--- src/rtl/pio_defs.svh ---
`ifndef PIO_DEFS_SVH
`define PIO_DEFS_SVH

// Register byte addresses on the 8-bit bus address
`define PIO_OFF_PS_IN 8'h09
`define PIO_OFF_PS_DIR 8'h0A
`define PIO_OFF_PL_IN 8'h31
`define PIO_OFF_PL_DIR 8'h32
`define PIO_OFF_SLEW 8'h55
// Own registers
`define PIO_OFF_PL_FUNC 8'hE0
`define PIO_OFF_AD_IEN 8'hE4
`define PIO_OFF_AD_POL 8'hE8
`define PIO_OFF_AD_FLAG 8'hEC
`define PIO_OFF_AD_DIEN 8'hF0
`define PIO_OFF_IRQ_STAT 8'hF4
`define PIO_OFF_IRQ_MASK 8'hF8

// Slew select field positions
`define PIO_SLEW_K 7
`define PIO_SLEW_E 4
`define PIO_SLEW_D 3
`define PIO_SLEW_C 2
`define PIO_SLEW_B 1
`define PIO_SLEW_A 0
`define PIO_SLEW_MASK 8'h9F

// Reset values
`define PIO_RST_DIR 8'h00
`define PIO_RST_SLEW 8'h00

// Filter timing
`define PIO_RUN_IGNORE_CLK 3
`define PIO_RUN_ACCEPT_CLK 4
`define PIO_STOP_IGNORE_NS 3200
`define PIO_STOP_ACCEPT_NS 10000
`define PIO_CLK_NS 4
`define PIO_STOP_FILT_CLK ((`PIO_STOP_IGNORE_NS + `PIO_CLK_NS - 1) / `PIO_CLK_NS + 1)

`endif

--- src/rtl/pio_pkg.sv ---
package pio_pkg;
  // Avalon-MM request from the master
  typedef struct packed {
    logic [7:0] address;
    logic read;
    logic write;
    logic [31:0] writedata;
  } pio_avreq_t;

  // Peripheral pin functions requesting port S and port L pins
  typedef struct packed {
    logic spiEn;
    logic serialTxSecondEn;
    logic serialRxSecondEn;
    logic serialTxFirstEn;
    logic serialRxFirstEn;
    logic lcdEn;
  } pio_func_t;

  typedef enum logic [1:0] {
    PIO_IDLE,
    PIO_ANSWER
  } pio_bus_state_t;
endpackage

--- src/rtl/port_integration_io_control.sv ---
`timescale 1ns/10ps
`include "pio_defs.svh"
// Functional notes
// - Slew bit 1 limits slew and disables input buffer of that port.
// - Port L input reads 1 when LCD drives pin or buffer disabled.
// - Otherwise port L input reads the synchronised pin level.
// - Writes to port L and port S input registers change nothing.
// - Port L direction: 0 input, 1 output, read and write anytime.
// - LCD-owned port L pin ignores its direction bit.
// - Port S input always returns current port S pin levels.
// - Port S direction: 0 input, 1 output, read and write anytime.
// - SPI enabled takes port S pins 7..4, direction ignored.
// - Second serial tx takes pin 3, rx takes pin 2.
// - First serial tx takes pin 1, rx takes pin 0.
// - Without peripherals, direction bits control port S pins again.
// - Eight analog pins, per-pin enable and edge polarity, one vector.
// - Port interrupt raised when any flag and its enable are set.
// - Pin interrupts work as outputs, or inputs with input enable 1.
// - Enabled pin interrupt produces a wake request in stop and wait.
// - Run filter ignores pulses of 3 clocks, accepts 4 or more.
// - Stop filter ignores pulses to 3.2 us, accepts 10 us or more.
module port_integration_io_control #(
  parameter int STOP_FILT_CLK = `PIO_STOP_FILT_CLK
) (
  // Clock and reset
  input wire logic ref_clk,
  input wire logic rstn,
  // Avalon-MM slave
  input wire pio_pkg::pio_avreq_t avReq,
  output logic [31:0] readdata,
  output logic waitrequest,
  // Peripheral pin functions
  input wire pio_pkg::pio_func_t funcEn,
  input wire logic [7:0] spiSerialOut,
  input wire logic [7:0] lcdFrontEn,
  // Port S pins
  input wire logic [7:0] portSPinIn,
  output logic [7:0] portSDirOut,
  // Port L pins
  input wire logic [7:0] portLPinIn,
  output logic [7:0] portLDirOut,
  output logic [7:0] portLLcdSel,
  // Slew and input buffer controls for ports A..E, K
  output logic [7:0] slewSelect,
  // Analog-shared interrupt port
  input wire logic [7:0] adPinIn,
  input wire logic [7:0] adDirOut,
  input wire logic stopMode,
  output logic portIrq,
  output logic wakeReq,
  output logic irq
);
  import pio_pkg::*;

  // ==========================================================
  // Pin synchronisers
  // Pins are asynchronous; only the second stage feeds any logic,
  // so a metastable first stage never reaches a decision
  logic [7:0] psMeta, psSync, plMeta, plSync, adMeta, adSync;
  always_ff @(posedge ref_clk or negedge rstn)
  begin
    if (!rstn)
    begin
      psMeta <= 8'h00;
      psSync <= 8'h00;
      plMeta <= 8'h00;
      plSync <= 8'h00;
      adMeta <= 8'h00;
      adSync <= 8'h00;
    end
    else
    begin
      psMeta <= portSPinIn;
      psSync <= psMeta;
      plMeta <= portLPinIn;
      plSync <= plMeta;
      adMeta <= adPinIn;
      adSync <= adMeta;
    end
  end

  // ==========================================================
  // Registers
  logic [7:0] portSDirection, portLDirection, slewReg, plDien;
  logic [7:0] adIen, adPol, adFlag, adDien, irqStat, irqMask;
  pio_bus_state_t busState;
  logic wrHit, rdHit;
  logic [7:0] filtEdge;

  // Writes land at the answer edge, while the master still holds its request;
  // reads are latched at the take edge so the data stands when it is sampled
  assign wrHit = avReq.write && (busState == PIO_ANSWER);
  assign rdHit = avReq.read && (busState == PIO_IDLE);

  // Write decode; input registers have no write path
  function automatic logic wrAt(input logic [7:0] off);
    wrAt = wrHit && (avReq.address == off);
  endfunction

  // Read decode, for reads with a side effect
  function automatic logic rdAt(input logic [7:0] off);
    rdAt = rdHit && (avReq.address == off);
  endfunction

  // Port S direction, a plain read-write byte
  always_ff @(posedge ref_clk or negedge rstn)
  begin
    if (!rstn)
      portSDirection <= `PIO_RST_DIR;
    else if (wrAt(`PIO_OFF_PS_DIR))
      portSDirection <= avReq.writedata[7:0];
  end

  // Port L direction, a plain read-write byte
  always_ff @(posedge ref_clk or negedge rstn)
  begin
    if (!rstn)
      portLDirection <= `PIO_RST_DIR;
    else if (wrAt(`PIO_OFF_PL_DIR))
      portLDirection <= avReq.writedata[7:0];
  end

  // Slew select; spare bits never hold a one
  always_ff @(posedge ref_clk or negedge rstn)
  begin
    if (!rstn)
      slewReg <= `PIO_RST_SLEW;
    else if (wrAt(`PIO_OFF_SLEW))
      slewReg <= avReq.writedata[7:0] & `PIO_SLEW_MASK;
  end

  // Port L input buffer enables; reset leaves buffers off, reads give ones
  always_ff @(posedge ref_clk or negedge rstn)
  begin
    if (!rstn)
      plDien <= 8'h00;
    else if (wrAt(`PIO_OFF_PL_FUNC))
      plDien <= avReq.writedata[7:0];
  end

  // Pin interrupt enables
  always_ff @(posedge ref_clk or negedge rstn)
  begin
    if (!rstn)
      adIen <= 8'h00;
    else if (wrAt(`PIO_OFF_AD_IEN))
      adIen <= avReq.writedata[7:0];
  end

  // Edge polarity select, 1 for rising
  always_ff @(posedge ref_clk or negedge rstn)
  begin
    if (!rstn)
      adPol <= 8'h00;
    else if (wrAt(`PIO_OFF_AD_POL))
      adPol <= avReq.writedata[7:0];
  end

  // Analog pin digital input enables
  always_ff @(posedge ref_clk or negedge rstn)
  begin
    if (!rstn)
      adDien <= 8'h00;
    else if (wrAt(`PIO_OFF_AD_DIEN))
      adDien <= avReq.writedata[7:0];
  end

  // Status mask for the summary interrupt
  always_ff @(posedge ref_clk or negedge rstn)
  begin
    if (!rstn)
      irqMask <= 8'h00;
    else if (wrAt(`PIO_OFF_IRQ_MASK))
      irqMask <= avReq.writedata[7:0];
  end

  // Pin flags: write 1 to clear, a new edge wins over the clear
  always_ff @(posedge ref_clk or negedge rstn)
  begin
    if (!rstn)
      adFlag <= 8'h00;
    else if (wrAt(`PIO_OFF_AD_FLAG))
      adFlag <= (adFlag & ~avReq.writedata[7:0]) | filtEdge;
    else
      adFlag <= adFlag | filtEdge;
  end

  // Sticky status: bit0 port irq event, cleared by read; set wins
  // A new event in the reading cycle survives the clear
  logic portIrqRaw, portIrqPrev;
  always_ff @(posedge ref_clk or negedge rstn)
  begin
    if (!rstn)
    begin
      irqStat <= 8'h00;
      portIrqPrev <= 1'b0;
    end
    else
    begin
      portIrqPrev <= portIrqRaw;
      if (rdAt(`PIO_OFF_IRQ_STAT))
        irqStat <= {7'h00, portIrqRaw & ~portIrqPrev};
      else
        irqStat <= irqStat | {7'h00, portIrqRaw & ~portIrqPrev};
    end
  end

  // ==========================================================
  // Bus answer: one wait cycle, then answer
  // Back-to-back requests cost two cycles each; no wait is ever longer
  logic [7:0] portLInput;
  always_ff @(posedge ref_clk or negedge rstn)
  begin
    if (!rstn)
      busState <= PIO_IDLE;
    else
      case (busState)
        PIO_IDLE: if (avReq.read || avReq.write) busState <= PIO_ANSWER;
        PIO_ANSWER: busState <= PIO_IDLE;
        default: busState <= PIO_IDLE;
      endcase
  end

  always_ff @(posedge ref_clk or negedge rstn)
  begin
    if (!rstn)
      waitrequest <= 1'b1;
    else
      waitrequest <= !((avReq.read || avReq.write) && busState == PIO_IDLE);
  end

  // Read mux; unmapped addresses read zero
  // Upper bytes always read zero, the registers are one byte wide
  always_ff @(posedge ref_clk or negedge rstn)
  begin
    if (!rstn)
      readdata <= 32'h0000_0000;
    else if (rdHit)
      case (avReq.address)
        `PIO_OFF_PS_IN: readdata <= {24'h000000, psSync};
        `PIO_OFF_PS_DIR: readdata <= {24'h000000, portSDirection};
        `PIO_OFF_PL_IN: readdata <= {24'h000000, portLInput};
        `PIO_OFF_PL_DIR: readdata <= {24'h000000, portLDirection};
        `PIO_OFF_SLEW: readdata <= {24'h000000, slewReg};
        `PIO_OFF_PL_FUNC: readdata <= {24'h000000, plDien};
        `PIO_OFF_AD_IEN: readdata <= {24'h000000, adIen};
        `PIO_OFF_AD_POL: readdata <= {24'h000000, adPol};
        `PIO_OFF_AD_FLAG: readdata <= {24'h000000, adFlag};
        `PIO_OFF_AD_DIEN: readdata <= {24'h000000, adDien};
        `PIO_OFF_IRQ_STAT: readdata <= {24'h000000, irqStat};
        `PIO_OFF_IRQ_MASK: readdata <= {24'h000000, irqMask};
        default: readdata <= 32'h0000_0000;
      endcase
  end

  // ==========================================================
  // Port L pin ownership and input view
  logic [7:0] lcdOwn;
  assign lcdOwn = lcdFrontEn & {8{funcEn.lcdEn}};
  assign portLInput = (lcdOwn | ~plDien) | plSync;

  // Direction out; an LCD-owned pin drops its direction bit
  always_ff @(posedge ref_clk or negedge rstn)
  begin
    if (!rstn)
      portLDirOut <= 8'h00;
    else
      portLDirOut <= portLDirection & ~lcdOwn;
  end

  // LCD ownership out, so the pad switches to the segment signal
  always_ff @(posedge ref_clk or negedge rstn)
  begin
    if (!rstn)
      portLLcdSel <= 8'h00;
    else
      portLLcdSel <= lcdOwn;
  end

  // Port S direction, peripherals override; taken pins follow peripheral
  // Taken receive pins are forced to input so a pin never fights the line
  logic [7:0] psTaken, psPeriphDir;
  assign psTaken = {{4{funcEn.spiEn}}, funcEn.serialTxSecondEn, funcEn.serialRxSecondEn,
                    funcEn.serialTxFirstEn, funcEn.serialRxFirstEn};
  assign psPeriphDir = {spiSerialOut[7:4], 1'b1, 1'b0, 1'b1, 1'b0};

  always_ff @(posedge ref_clk or negedge rstn)
  begin
    if (!rstn)
      portSDirOut <= 8'h00;
    else
      portSDirOut <= (psTaken & psPeriphDir) | (~psTaken & portSDirection);
  end

  // Slew select outputs drive pad slew and input buffer disable
  // Bits 6 and 5 are spare and stay zero
  always_ff @(posedge ref_clk or negedge rstn)
  begin
    if (!rstn)
      slewSelect <= `PIO_RST_SLEW;
    else
      slewSelect <= slewReg;
  end

  // ==========================================================
  // Pin filters: level must hold this many cycles to be accepted
  logic [7:0] adStable, adSrc;
  logic [15:0] filtCnt [8];
  logic [15:0] filtLimit;
  // Inputs need the input enable; outputs always sense
  assign adSrc = adSync & (adDien | adDirOut);
  // Stop limit is a parameter so the long count can be shortened
  assign filtLimit = stopMode ? 16'(STOP_FILT_CLK) : 16'(`PIO_RUN_ACCEPT_CLK);

  // One counter per pin; a level that flips back restarts the count
  always_ff @(posedge ref_clk or negedge rstn)
  begin
    if (!rstn)
    begin
      adStable <= 8'h00;
      filtEdge <= 8'h00;
      for (int i = 0; i < 8; i++)
        filtCnt[i] <= 16'h0000;
    end
    else
      for (int i = 0; i < 8; i++)
      begin
        filtEdge[i] <= 1'b0;
        if (adSrc[i] == adStable[i])
          filtCnt[i] <= 16'h0000;
        else if (filtCnt[i] + 16'h0001 >= filtLimit)
        begin
          // Accepted on the limit-th differing cycle; shorter pulses fall
          // away because the count restarts when the level flips back
          adStable[i] <= adSrc[i];
          filtCnt[i] <= 16'h0000;
          filtEdge[i] <= (adSrc[i] != adPol[i]) ? 1'b0 : 1'b1;
        end
        else
          filtCnt[i] <= filtCnt[i] + 16'h0001;
      end
  end

  // ==========================================================
  // Interrupt outputs
  assign portIrqRaw = |(adFlag & adIen);

  // Port interrupt level, one cycle behind flag and enable
  always_ff @(posedge ref_clk or negedge rstn)
  begin
    if (!rstn)
      portIrq <= 1'b0;
    else
      portIrq <= portIrqRaw;
  end

  // Wake follows the same level, so stop and wait both exit on it
  always_ff @(posedge ref_clk or negedge rstn)
  begin
    if (!rstn)
      wakeReq <= 1'b0;
    else
      wakeReq <= portIrqRaw;
  end

  // Summary interrupt: sticky status under mask
  always_ff @(posedge ref_clk or negedge rstn)
  begin
    if (!rstn)
      irq <= 1'b0;
    else
      irq <= |(irqStat & irqMask);
  end

endmodule // port_integration_io_control

--- config.mk ---
export PLATFORM = sky130hd
export DESIGN_NAME = port_integration_io_control
export DESIGN_NICKNAME = d
export VERILOG_FILES = /design/src/rtl/pio_pkg.sv /design/src/rtl/port_integration_io_control.sv
export VERILOG_INCLUDE_DIRS = /design/src /design/src/rtl
export SDC_FILE = /design/constraint.sdc
export NUM_CORES = 1
export LEC_CHECK = 0
export BUFFER_PORTS_ARGS = -buffer_cell sky130_fd_sc_hd__buf_2
export CAP_MARGIN = 10
export CORE_MARGIN = 1
export CORE_UTILIZATION = 44
export DETAILED_ROUTE_END_ITERATION = 16
export SLEW_MARGIN = 20
export SYNTH_ARGS = -nofsm -noshare
export SYNTH_HDL_FRONTEND = slang
export SYNTH_SLANG_ARGS = --single-unit
--- constraint.sdc ---
create_clock -name ref_clk -period 4.29 [get_ports ref_clk]
set_input_delay 0.2145 -clock ref_clk [delete_from_list [all_inputs] [get_ports ref_clk]]
set_output_delay 0.2145 -clock ref_clk [all_outputs]
set_load 0.05 [all_outputs]
==> results.toml <==
[setup_path]
critical_path_class = "reg -> reg"
worstSetupStartpoint = "filtCnt[32]"
required_ns = 4.73
critPathCaptureType = "flip-flop"
reg2reg_depth = 11
cp_max_fo = 10
cp.arrival_ns = 3.94
reg2reg_from = "filtCnt[32]"
ff2ff_setup_slack_ns = 0.79
start_kind = "flip-flop"
rr_endpoint = "filtCnt[39]"
critPathCapture = "filtCnt[39]"

[logic_synthesis]
synth_area_leader_cell = "dfrtp_1"
synth_top_cell_area_share_pct = 53.41
syn_area_sq_um = 14240
yosysSeqAreaShare_pct = 53.60
synth.top_cells.by_area = "dfrtp_1, mux2_2, ha_1"
synth_area_per_cell_sq_um = 11.40
synth_ff_type = "dfrtp_1"
synth-async-reset-ratio_pct = 100.0
synth_warnings = 0
synth_edf_count = 0
synth.ff_latch_count = 305
synth_cell_types = 81
synth.most_common_cell = "dfrtp_1"
ys_top_cells_by_count = "dfrtp_1, nor2_1, mux2_2"
synthCells = 1249

[global_routing]
grt-ovfl-total = 0
antenna_found_initial = 0
grt_max_degree = 107
grt_pass1_wl_microns = 51720
grt_pass1_vias = 10000
grt_usage_pct = 19.44

[pwr]
internal_power_mw = 5.151
power_frac_seq_pct = 45.3
switching_share_pct = 22.96
p_leak_nw = 7.879
clkPwrFrac_pct = 48.0
combPwrFrac_pct = 6.8
power_switching_mw = 1.535
vdd_drop_max_mv = 0.2389
powerDensity_nw_per_um2 = 392.6

[floorplan]
start_util_pct = 44.90
coreArea_sq_um = 31720
die_w_microns = 181.9
pin_count = 167
die_y_microns = 181.9
dieArea_sq_um = 33090
num_rows = 65

[clock_network]
cts_tree = "done"
cts_buffer_depth = 3
htreeDepth = 2
clock-root-buffer = "clkbuf_16"
cts_resized = 0
cts_buffers = 36
clock_latency_ns = 0.51
clock-sinks = 305
cts_setup_buffers = 0
hold_buffers = 43
clkTransAtPathRegs_ns = 0.06

[place]
gp_congestion = 0.8522
io_buffers = 112
placed_cell_area_sq_um = 15320
post-dp-hpwl_microns = 21900

[outcome]
outcome = "finished, final reports clean"

[detailed_routing]
vias = 10150
firstDrtPassIters = 5
routed_wl_microns = 31270
drc = 0
routed_via_density = 5.368
drt_iter0_markers = 647
drt.antenna.violating_nets = 0
wl_per_cell_microns = 16.54

[timing]
final_max_slew_viol_count = 0
final.min_clock_period_ns = 3.504
finalSetupTns_ns = 0
fin_crit_sh_pct = 81.68
tightest_slew_ns = 0.9029
fmax_mhz = 285.4
setup_violations = 0
hold_violations = 0
rsz0062_at_grt = "false"
skew_ns = 0.01849
max_slew_margin_pct = 39.59

[final_layout]
final_nets = 1611
nFillCells = 2745
syn2layout_area_growth_pct = 19.56
drive_above_1_share_pct = 19.54
diodes = 0
fin_area_sq_um = 17030

[min_path]
hp-class = "in -> reg"

[job]
max_cap_viol_count = 0
-- stage by stage --
step	utilization, %	hold WS (ns)	worst slack [ns]	power (mW)	cells
global placement	48.32	0.3242	0.8741	3.495	1785
CTS	53.66	0.0007915	0.7638	6.785	1891
finish	53.68	0.02161	0.7858	6.686	1891
detailed placement	48.32	0.3238	0.8163	3.501	1785
floorplan	-	-0.08109	1.413	3.335	1322
global route	53.68	0.02229	0.4945	6.941	1891
-- metal layers --
layer	vias up	global-route usage [%]	part of all wire, %
li1	4894	-	-
met1	4950	26.98	47
met2	249	31.20	46
met3	58	2.988	4.3
met4	0	6.555	2.7
met5	-	0	0
-- critical path, stage by stage, from the launching register on --
cell	delay, ns
dfrtp_1	0.42
ha_1	0.23
nand4_1	0.25
nor2_1	0.19
xor2_1	0.20
ha_1	0.29
a21o_1	0.18
a211oi_1	0.26
mux2i_1	0.13
a2111oi_2	0.29
or4b_1	0.79
nor2_2	0.20
-- cells in the final DEF (no fill, tap or decap), types with 6 or more instances in the layout --
cell type | synthesis | routed
bufinv_16 | 0 | 6
and2_1 | 17 | 17
a22o_1 | 7 | 7
a22oi_1 | 18 | 18
a311oi_1 | 6 | 6
nor2_2 | 6 | 6
buf_2 | 3 | 111
dlygate4sd3_1 | 0 | 43
dfrtp_1 | 304 | 304
xnor2_1 | 38 | 38
xor2_1 | 48 | 48
a21o_1 | 14 | 14
or3_1 | 15 | 15
nand4_1 | 34 | 34
mux2_2 | 74 | 74
nand2_1 | 59 | 59
and3_1 | 21 | 21
nor3_1 | 13 | 13
o21ai_0 | 34 | 34
nor2b_1 | 45 | 45
nand3_1 | 61 | 61
and4_1 | 8 | 8
clkbuf_8 | 0 | 6
o22ai_1 | 6 | 6
a21oi_1 | 26 | 26
a211oi_1 | 8 | 8
nor2_1 | 96 | 96
clkbuf_16 | 0 | 37
a221oi_1 | 6 | 6
mux2i_1 | 14 | 14
clkinv_2 | 0 | 9
nor4_1 | 19 | 18
a31oi_1 | 14 | 14
or3b_2 | 9 | 9
conb_1 | 1 | 74
ha_1 | 48 | 48
inv_1 | 27 | 27
-- logic make-up (layout without fill, tap and decap cells) --
group	Yosys count	in the layout	synth area share, %
other	1	74	0.02633
buffers and inverters	82	249	2.961
adders and majority gates	48	48	4.217
AOI/OAI and AO/OA	193	193	9.769
muxes	90	90	7.151
xor gates and xnor gates	86	86	5.289
and+or+nand+nor	444	444	16.99
DFF	305	305	53.60
-- power groups by stage --
stage	logic, mW	registers (mW)	clock network (mW)
floorplan	0.230	3.10	0
global placement	0.421	3.07	0
detailed placement	0.425	3.08	0
CTS	0.457	3.02	3.30
global route	0.499	3.03	3.41
finish	0.453	3.03	3.21
-- registers in the layout (all words and copies together), names as in the netlist, 8 cells and up --
name and cells:
portLDirOut 8, irqMask 8, psSync 8, plDien 8, portSDirection 8, adFlag 8, filtCnt 128, adMeta 8
filtEdge 8, portLLcdSel 8, adSync 8, portSDirOut 8, readdata 8, adStable 8, adDien 8, plMeta 8
psMeta 8, portLDirection 8, adPol 8, adIen 8, plSync 8
-- final cells by class --
| class | instances | area [sq um] | share of cell area [%] |
|---|---|---|---|
| Clock buffer | 45 | 1016 | 5.967 |
| Inverter | 27 | 101.3 | 0.5952 |
| Clock inverter | 18 | 250.2 | 1.470 |
| Sequential cell | 305 | 7634 | 44.83 |
| Tap cell | 402 | 503.0 | 2.954 |
| Timing Repair Buffer | 159 | 1056 | 6.202 |
| Multi-Input combinational cell | 935 | 6467 | 37.98 |
-- how the worst min path moves through the flow --
| stage | from | endpoint | slack [ns] | depth (start not counted) |
|---|---|---|---|---|
| 3_3_place_gp | portLPinIn[2] | plMeta[2] | 0.32 | 1 |
| 2_1_floorplan | rstn | adDien[0] | -0.08 | 0 |
| 5_1_grt | funcEn[5] | portSDirOut[4] | 0.02 | 2 |
| 3_5_place_dp | portLPinIn[0] | plMeta[0] | 0.32 | 1 |
| 6_report | funcEn[5] | portSDirOut[5] | 0.02 | 2 |
| 4_1_cts | funcEn[5] | portSDirOut[5] | 0.0008 | 2 |
(Power assumes the default switching activity.)
